File: config.mk
export PLATFORM = sky130hd
export DESIGN_NAME = dual_port_gpio
export DESIGN_NICKNAME = d
export VERILOG_FILES = /design/src/hw/gpio_pkg.sv /design/src/hw/slow_edge_if.sv /design/src/hw/dual_port_gpio.sv /design/src/hw/gpio_slow_edge.sv
export SDC_FILE = /design/constraint.sdc
export NUM_CORES = 1
export LEC_CHECK = 0
export BUFFER_PORTS_ARGS = -buffer_cell sky130_fd_sc_hd__buf_2
export CORE_MARGIN = 2
export CORE_UTILIZATION = 25
export DETAILED_ROUTE_END_ITERATION = 10
export SYNTH_ARGS = -nofsm -noshare
export SYNTH_HDL_FRONTEND = slang
export SYNTH_SLANG_ARGS = --single-unit
File: constraint.sdc
create_clock -name pclk -period 1.8 [get_ports pclk]
set_input_delay 0.36 -clock pclk [delete_from_list [all_inputs] [get_ports pclk]]
set_output_delay 0.36 -clock pclk [all_outputs]
set_load 0.005 [all_outputs]
File: src/hw/gpio_pkg.sv
// Shared constants and types for the dual port GPIO block
package gpio_pkg;
    localparam int PA_W = 8;
    localparam int PB_W = 6;
    localparam int ADDR_W = 8;
    localparam int DATA_W = 32;
    // Register indices; byte address is four times the index
    localparam logic [7:0] IDX_PA_DATA = 8'h00;
    localparam logic [7:0] IDX_PB_DATA = 8'h01;
    localparam logic [7:0] IDX_PA_DIR = 8'h04;
    localparam logic [7:0] IDX_PB_DIR = 8'h05;
    localparam logic [7:0] IDX_SLOW_CTRL = 8'h06;
    localparam logic [7:0] IDX_PA_PULL = 8'h10;
    localparam logic [7:0] IDX_PB_PULL = 8'h11;
    localparam int IDX_SHIFT = 2;
    // Field positions
    localparam int SLOW_BIT = 0;
    localparam int PA_LINE6 = 6;
    localparam int PA_LINE7 = 7;
    localparam int PB_LINE1 = 1;
    localparam int PB_LINE2 = 2;
    // Reset values
    localparam logic [PA_W-1:0] PA_CTRL_RESET = 8'h00;
    localparam logic [PB_W-1:0] PB_CTRL_RESET = 6'h00;
    localparam logic [DATA_W-1:0] READ_ZERO = 32'h00000000;
    // Timing
    localparam int CLK_PERIOD_NS = 40;
    localparam int BUS_CYCLE_NS = 40;
    localparam int HALF_CYC_NS = BUS_CYCLE_NS / 2;
    localparam int HALF_CYC_RAW = (HALF_CYC_NS + CLK_PERIOD_NS - 1)
        / CLK_PERIOD_NS;
    localparam int HALF_CYC_CYCLES = (HALF_CYC_RAW < 1) ? 1 : HALF_CYC_RAW;

    typedef enum logic [2:0] {
        SEL_NONE,
        SEL_PA_DATA,
        SEL_PB_DATA,
        SEL_PA_DIR,
        SEL_PB_DIR,
        SEL_SLOW_CTRL,
        SEL_PA_PULL,
        SEL_PB_PULL
    } reg_sel_e;
endpackage : gpio_pkg

File: src/hw/slow_edge_if.sv
// Signals between the port core and the slow falling-edge shaper
`timescale 1ns/1ns
interface slow_edge_if;
    logic slow_fall_enable;
    logic [1:0] line_dir;
    logic [1:0] line_data;
    logic line1_drive_low;
    logic line2_drive_low;
    logic [2:0] slow_driver;
    modport core (
        output slow_fall_enable,
        output line_dir,
        output line_data,
        input line1_drive_low,
        input line2_drive_low,
        input slow_driver
    );
    modport shaper (
        input slow_fall_enable,
        input line_dir,
        input line_data,
        output line1_drive_low,
        output line2_drive_low,
        output slow_driver
    );
endinterface : slow_edge_if

File: src/hw/dual_port_gpio.sv
// Dual port GPIO with APB registers and slow falling-edge output
`timescale 1ns/1ns
module dual_port_gpio
    import gpio_pkg::*;
#(
    parameter logic [PA_W-1:0] PA_PULL_FITTED = 8'hFF,
    parameter logic [PA_W-1:0] PA_PULL_IS_UP = 8'h00,
    parameter logic [PB_W-1:0] PB_PULL_FITTED = 6'h3F,
    parameter logic [PB_W-1:0] PB_PULL_IS_UP = 6'h00
)
(
    input wire logic pclk,
    input wire logic presetn,
    input wire logic psel,
    input wire logic penable,
    input wire logic pwrite,
    input wire logic [ADDR_W-1:0] paddr,
    input wire logic [DATA_W-1:0] pwdata,
    input wire logic [3:0] pstrb,
    output logic [DATA_W-1:0] prdata,
    output logic pready,
    output logic pslverr,
    input wire logic [PA_W-1:0] pa_in,
    output logic [PA_W-1:0] pa_out,
    output logic [PA_W-1:0] pa_oe,
    output logic [PA_W-1:0] pa_pull_en,
    input wire logic [PB_W-1:0] pb_in,
    output logic [PB_W-1:0] pb_out,
    output logic [PB_W-1:0] pb_oe,
    output logic [PB_W-1:0] pb_pull_en,
    output logic [2:0] slow_driver_en
);
    logic [PA_W-1:0] port_a_data;
    logic [PB_W-1:0] port_b_data;
    logic [PA_W-1:0] port_a_direction;
    logic [PB_W-1:0] port_b_direction;
    logic [PA_W-1:0] port_a_pull_control;
    logic [PB_W-1:0] port_b_pull_control;
    logic slow_fall_enable;
    reg_sel_e sel;
    logic setup_phase;
    logic write_take;
    logic [PA_W-1:0] pa_read;
    logic [PB_W-1:0] pb_read;
    logic [DATA_W-1:0] next_prdata;

    slow_edge_if sif ();

    ////////////////////////////////////////////////////////////////////
    // Address decode, shared by the read and write paths
    function automatic reg_sel_e reg_select(input logic [ADDR_W-1:0] a);
        logic [ADDR_W-1:0] idx;
        idx = a >> IDX_SHIFT;
        if (a[IDX_SHIFT-1:0] != '0)
            return SEL_NONE;
        else if (idx == ADDR_W'(IDX_PA_DATA))
            return SEL_PA_DATA;
        else if (idx == ADDR_W'(IDX_PB_DATA))
            return SEL_PB_DATA;
        else if (idx == ADDR_W'(IDX_PA_DIR))
            return SEL_PA_DIR;
        else if (idx == ADDR_W'(IDX_PB_DIR))
            return SEL_PB_DIR;
        else if (idx == ADDR_W'(IDX_SLOW_CTRL))
            return SEL_SLOW_CTRL;
        else if (idx == ADDR_W'(IDX_PA_PULL))
            return SEL_PA_PULL;
        else if (idx == ADDR_W'(IDX_PB_PULL))
            return SEL_PB_PULL;
        else
            return SEL_NONE;
    endfunction : reg_select

    assign sel = reg_select(paddr);
    assign setup_phase = psel & ~penable;
    // Zero wait states: every access completes in its first access cycle
    assign pready = 1'b1;
    assign write_take = psel & penable & pwrite & pready & pstrb[0];

    ////////////////////////////////////////////////////////////////////
    // Data registers keep their contents through reset, so no reset here
    always_ff @(posedge pclk)
    begin
        if (write_take && sel == SEL_PA_DATA)
            port_a_data <= pwdata[PA_W-1:0];
        if (write_take && sel == SEL_PB_DATA)
            port_b_data <= pwdata[PB_W-1:0];
    end

    always_ff @(posedge pclk or negedge presetn)
    begin
        if (!presetn)
        begin
            port_a_direction <= PA_CTRL_RESET;
            port_b_direction <= PB_CTRL_RESET;
        end
        else
        begin
            if (write_take && sel == SEL_PA_DIR)
                port_a_direction <= pwdata[PA_W-1:0];
            if (write_take && sel == SEL_PB_DIR)
                port_b_direction <= pwdata[PB_W-1:0];
        end
    end

    always_ff @(posedge pclk or negedge presetn)
    begin
        if (!presetn)
        begin
            port_a_pull_control <= PA_CTRL_RESET;
            port_b_pull_control <= PB_CTRL_RESET;
        end
        else
        begin
            if (write_take && sel == SEL_PA_PULL)
                port_a_pull_control <= pwdata[PA_W-1:0];
            if (write_take && sel == SEL_PB_PULL)
                port_b_pull_control <= pwdata[PB_W-1:0];
        end
    end

    always_ff @(posedge pclk or negedge presetn)
    begin
        if (!presetn)
            slow_fall_enable <= 1'b0;
        else if (write_take && sel == SEL_SLOW_CTRL)
            slow_fall_enable <= pwdata[SLOW_BIT];
    end

    ////////////////////////////////////////////////////////////////////
    // Outputs read the stored bit, inputs read the pin
    assign pa_read = (port_a_direction & port_a_data)
        | (~port_a_direction & pa_in);
    assign pb_read = (port_b_direction & port_b_data)
        | (~port_b_direction & pb_in);

    always_comb
    begin
        next_prdata = READ_ZERO;
        case (sel)
            SEL_PA_DATA: next_prdata[PA_W-1:0] = pa_read;
            SEL_PB_DATA: next_prdata[PB_W-1:0] = pb_read;
            SEL_PA_DIR: next_prdata[PA_W-1:0] = port_a_direction;
            SEL_PB_DIR: next_prdata[PB_W-1:0] = port_b_direction;
            SEL_SLOW_CTRL: next_prdata[SLOW_BIT] = slow_fall_enable;
            // Write-only pull control reads as zero
            default: next_prdata = READ_ZERO;
        endcase
    end

    // Read data is sampled in the setup cycle, one cycle before completion
    always_ff @(posedge pclk or negedge presetn)
    begin
        if (!presetn)
        begin
            prdata <= READ_ZERO;
            pslverr <= 1'b0;
        end
        else if (setup_phase)
        begin
            prdata <= pwrite ? READ_ZERO : next_prdata;
            pslverr <= (sel == SEL_NONE);
        end
    end

    ////////////////////////////////////////////////////////////////////
    // Slow-edge shaper for the two coupled port B lines
    assign sif.slow_fall_enable = slow_fall_enable;
    assign sif.line_dir = {port_b_direction[PB_LINE2],
        port_b_direction[PB_LINE1]};
    assign sif.line_data = {port_b_data[PB_LINE2], port_b_data[PB_LINE1]};

    gpio_slow_edge u_slow_edge (
        .pclk(pclk),
        .presetn(presetn),
        .sif(sif)
    );

    // Slow driver engages only on lines set as outputs
    assign slow_driver_en = sif.slow_driver & {port_b_direction[PB_LINE1],
        port_a_direction[PA_LINE7], port_a_direction[PA_LINE6]};

    ////////////////////////////////////////////////////////////////////
    // Pins: A6, A7, B1, B2 are open drain, the rest push-pull
    always_comb
    begin
        pa_out = port_a_data;
        pa_oe = port_a_direction;
        pa_out[PA_LINE6] = 1'b0;
        pa_out[PA_LINE7] = 1'b0;
        pa_oe[PA_LINE6] = port_a_direction[PA_LINE6] & ~port_a_data[PA_LINE6];
        pa_oe[PA_LINE7] = port_a_direction[PA_LINE7] & ~port_a_data[PA_LINE7];
        pb_out = port_b_data;
        pb_oe = port_b_direction;
        pb_out[PB_LINE1] = 1'b0;
        pb_out[PB_LINE2] = 1'b0;
        pb_oe[PB_LINE1] = sif.line1_drive_low;
        pb_oe[PB_LINE2] = sif.line2_drive_low;
    end

    // Pulldowns give way to a driven output; pullups stay on regardless
    assign pa_pull_en = PA_PULL_FITTED & ~port_a_pull_control
        & (PA_PULL_IS_UP | ~port_a_direction);
    assign pb_pull_en = PB_PULL_FITTED & ~port_b_pull_control
        & (PB_PULL_IS_UP | ~port_b_direction);
endmodule : dual_port_gpio

File: src/hw/gpio_slow_edge.sv
// Slow falling-edge shaper for port B lines 1 and 2
`timescale 1ns/1ns
module gpio_slow_edge
    import gpio_pkg::*;
(
    input wire logic pclk,
    input wire logic presetn,
    slow_edge_if.shaper sif
);
    localparam int DLY = HALF_CYC_CYCLES;
    localparam int CW = $clog2(DLY + 1);
    logic wants_low1;
    logic wants_low2;
    logic line2_low;
    logic [CW-1:0] delay_count;

    assign wants_low1 = sif.line_dir[0] & ~sif.line_data[0];
    assign wants_low2 = sif.line_dir[1] & ~sif.line_data[1];

    // Line 1 pulls low at once, the slow driver softens its edge
    assign sif.line1_drive_low = wants_low1;
    // Release follows the data at once; only the fall waits
    assign sif.line2_drive_low = sif.slow_fall_enable
        ? (line2_low & wants_low2) : wants_low2;
    // Slow driver on all of {line1, A7, A6} while enabled; the core gates it to output lines
    assign sif.slow_driver = {3{sif.slow_fall_enable}};

    ////////////////////////////////////////////////////////////////////
    // Release is never delayed, only the falling edge
    always_ff @(posedge pclk or negedge presetn)
    begin
        if (!presetn)
        begin
            line2_low <= 1'b0;
            delay_count <= '0;
        end
        else if (!wants_low2)
        begin
            line2_low <= 1'b0;
            delay_count <= '0;
        end
        else if (!sif.slow_fall_enable)
        begin
            line2_low <= 1'b1;
            delay_count <= '0;
        end
        else if (!line2_low)
        begin
            if (delay_count == CW'(DLY - 1))
                line2_low <= 1'b1;
            else
                delay_count <= delay_count + CW'(1);
        end
    end
endmodule : gpio_slow_edge

==> results_dict.tcl <==
set metrics [dict create \
    status "completed" \
    ioPinCount 142 \
    synth_cells 267 \
    comb_power_share_pct 8.6 \
    vias_per_cell 4.31 \
    ant_nets 0 \
    syn2layout_area_growth_pct 26.8 \
    routabilityCongestion 0.763 \
    p_switching_uw 545 \
    yosysUniqueCellTypes 41 \
    dp_hpwl_um 5980 \
    async_flop_share_pct 73.6 \
    final_common_cell "buf_2" \
    rsz0062_at_grt "true" \
    final_cell_mix "83 x buf_2, 39 x dfrtp_1, 29 x conb_1" \
    grt_start_max_net_pins 40 \
    hold_ws_ns 0.138 \
    tns_ns 0 \
    cts-root-buf "clkbuf_16" \
    syn_area_per_cell_sq_um 10.7 \
    fin_crit_sh_pct 98.9 \
    worstSetupPathType "primary input to register" \
    dr.pass1.iters 4 \
    p_int_mw 1.88 \
    clk_latency_ns 0.28 \
    coreArea_sq_um 11300 \
    drt_iter0_drc 144 \
    cap_violations 0 \
    start_util_pct 25.4 \
    antenna_cells 0 \
    start_kind "primary input" \
    cp_max_fo 4 \
    avgRoutedWirePerCell_um 15.2 \
    yosysSeqAreaShare_pct 48.8 \
    netlist_area_sq_um 2860 \
    p_leak_nw 1.74 \
    crit_required_ns 1.97 \
    rows 39 \
    die_area_sq_um 12300 \
    dp_cells 492 \
    power_density_nw_per_um2 668 \
    multi_input_area_sq_um 1200 \
    vdd_drop_max_uv 402 \
    die_h_um 111 \
    grt.overflow.total 0 \
    clockPowerShare_pct 39.8 \
    yosys_register_bits 53 \
    port_buffers 85 \
    fillerInstances 1170 \
    arrival_ns 1.96 \
    die_w_um 111 \
    worstMarginPinSlew_ns 0.528 \
    fin_worst_skew_ns 0.00752 \
    setup_viol 0 \
    first_global_vias 2078 \
    final_layout_size_suffix_gt1_share_pct 45.3 \
    drv_slew 0 \
    synth_edf_count 14 \
    htreeDepth 2 \
    post-route-drc-count 0 \
    final-seq-area_sq_um 1400 \
    vias 2157 \
    wirelength_um 7600 \
    finalHoldViolCount 0 \
    num-nets-final 420 \
    hold_path_class "primary input to async pin" \
    synth_ff_type "dfrtp_1" \
    path_clk_slew_ns 0.07 \
    clockBufferDepth 2 \
    power_mw 2.42 \
    stdcell_count 501 \
    grt_usage_pct 12.2 \
    antenna_found_initial 0 \
    switching_share_pct 22.5 \
    grt_first_pass_wirelength_um 11700 \
    ys_warn_count 0 \
    cts_tree "yes" \
    end_kind "register" \
    slew_headroom_pct 64.8 \
    cts_inserted_buffers 5 \
    seqPwrFrac_pct 51.6 \
    fin_crit_ns 1.78 \
    cts.sinks 53 \
    clock.fmax_ghz 0.562 \
]
[logic make-up (layout without fill, tap and decap cells)]
| logic type | count (synthesis) | in the layout | synth area share, % |
|---|---|---|---|
| buffers and inverters | 61 | 125 | 15.4 |
| multiplexers | 34 | 34 | 13.2 |
| other | 2 | 29 | 0.262 |
| flip-flops | 53 | 53 | 48.8 |
| AO/OA/AOI/OAI | 40 | 40 | 7.96 |
| AND/OR/NAND/NOR | 77 | 77 | 14.3 |
[registers in the layout, summed over array words and instances, names as in the netlist]
register,flops
port_a_direction,8
u_slow_edge.line2_low,1
port_b_data,6
port_b_direction,6
port_a_pull_control,8
pslverr,1
port_b_pull_control,6
sif.slow_fall_enable,1
port_a_data,8
prdata,8
[per-stage QoR]
step / util, % / setup WS [ns] / cell area [sq um]
after global routing: 32.2 / -0.0231 / 3630
after global placement: 30.2 / -0.344 / 3400
after CTS: 31.8 / 0.0119 / 3580
after floorplan: - / -0.120 / 3000
final: 32.2 / 0.0198 / 3630
after detailed placement: 30.2 / -0.346 / 3400
[path summary, 6_finish.rpt]
kind / end / cells past startpoint / from / slack (ns)
worst max-delay path: port_a_pull_control[0] / 7 / paddr[1] / 0.02
worst min-delay path: port_b_direction[1] / 2 / presetn / 0.14
worst max register to register: prdata[0] / 4 / port_b_direction[0] / 0.46
worst min register to register: u_slow_edge.line2_low / 1 / port_b_data[2] / 0.44
max in group asynchronous: port_a_pull_control[3] / 2 / presetn / 1.30
min in group pclk: port_a_data[6] / 1 / pwdata[6] / 0.28
[area by class of cell]
type	instances	share of cell area [%]
Clock inverter	1	0.207
Clock buffer	7	3.93
Sequential cell	53	38.5
Inverter	4	0.414
Timing Repair Buffer	113	19.0
Multi-Input combinational cell	180	33.1
Tap cell	143	4.93
[routing by layer]
| metal | GRT usage, % | wire length, um | part of all wire, % | up-vias |
|---|---|---|---|---|
| met5 | 0 | 0 | 0 | - |
| met4 | 2.33 | 46 | 0.61 | 0 |
| met3 | 2.84 | 421 | 5.5 | 4 |
| met2 | 20.2 | 3640 | 48 | 87 |
| met1 | 16.3 | 3500 | 46 | 1043 |
| li1 | - | - | - | 1023 |
[cells in the mapped netlist, drive strengths merged (2+ instances only)]
cell	number	area (sq um)
or3	2	13.8
a21oi	12	60.1
nand3	2	10.0
nand4	3	18.8
mux2	30	338
nor3b	2	15.0
nor3	4	31.3
o22ai	2	12.5
nor2b	8	50.1
o21ai	18	90.1
nand2	18	67.6
clkbuf	3	21.3
dfrtp	39	976
nand2b	3	26.3
inv	4	15.0
nor2	25	96.4
mux2i	4	40.0
o41ai	2	17.5
edfxtp	14	420
buf	54	405
conb	2	7.51
a22oi	2	15.0
and2	3	18.8
[worst max-delay path, cell delays in order]
cell,delay [ns]
buf_6,0.09
or4_4,0.58
nor2_4,0.13
nand3_2,0.10
nor2_4,0.21
buf_4,0.16
mux2_2,0.32
[what timing repair did]
action | 4_1_cts | 5_1_grt
gates resized for setup | 5 | 10
endpoints found under the setup margin | 28 | 20
pin swaps | 3 | 1
hold buffers | 0 | 0
setup buffers | 0 | 1
[power groups by stage]
stage               Combinational (mW)  Clock, mW  Sequential (mW)
finish                           0.209      0.965             1.25
global route                     0.235       1.05             1.25
CTS                              0.206      0.989             1.25
detailed placement               0.203          0             1.27
global placement                 0.201          0             1.27
floorplan                        0.135          0             1.27
No activity file was read; power rests on OpenSTA's default activity.
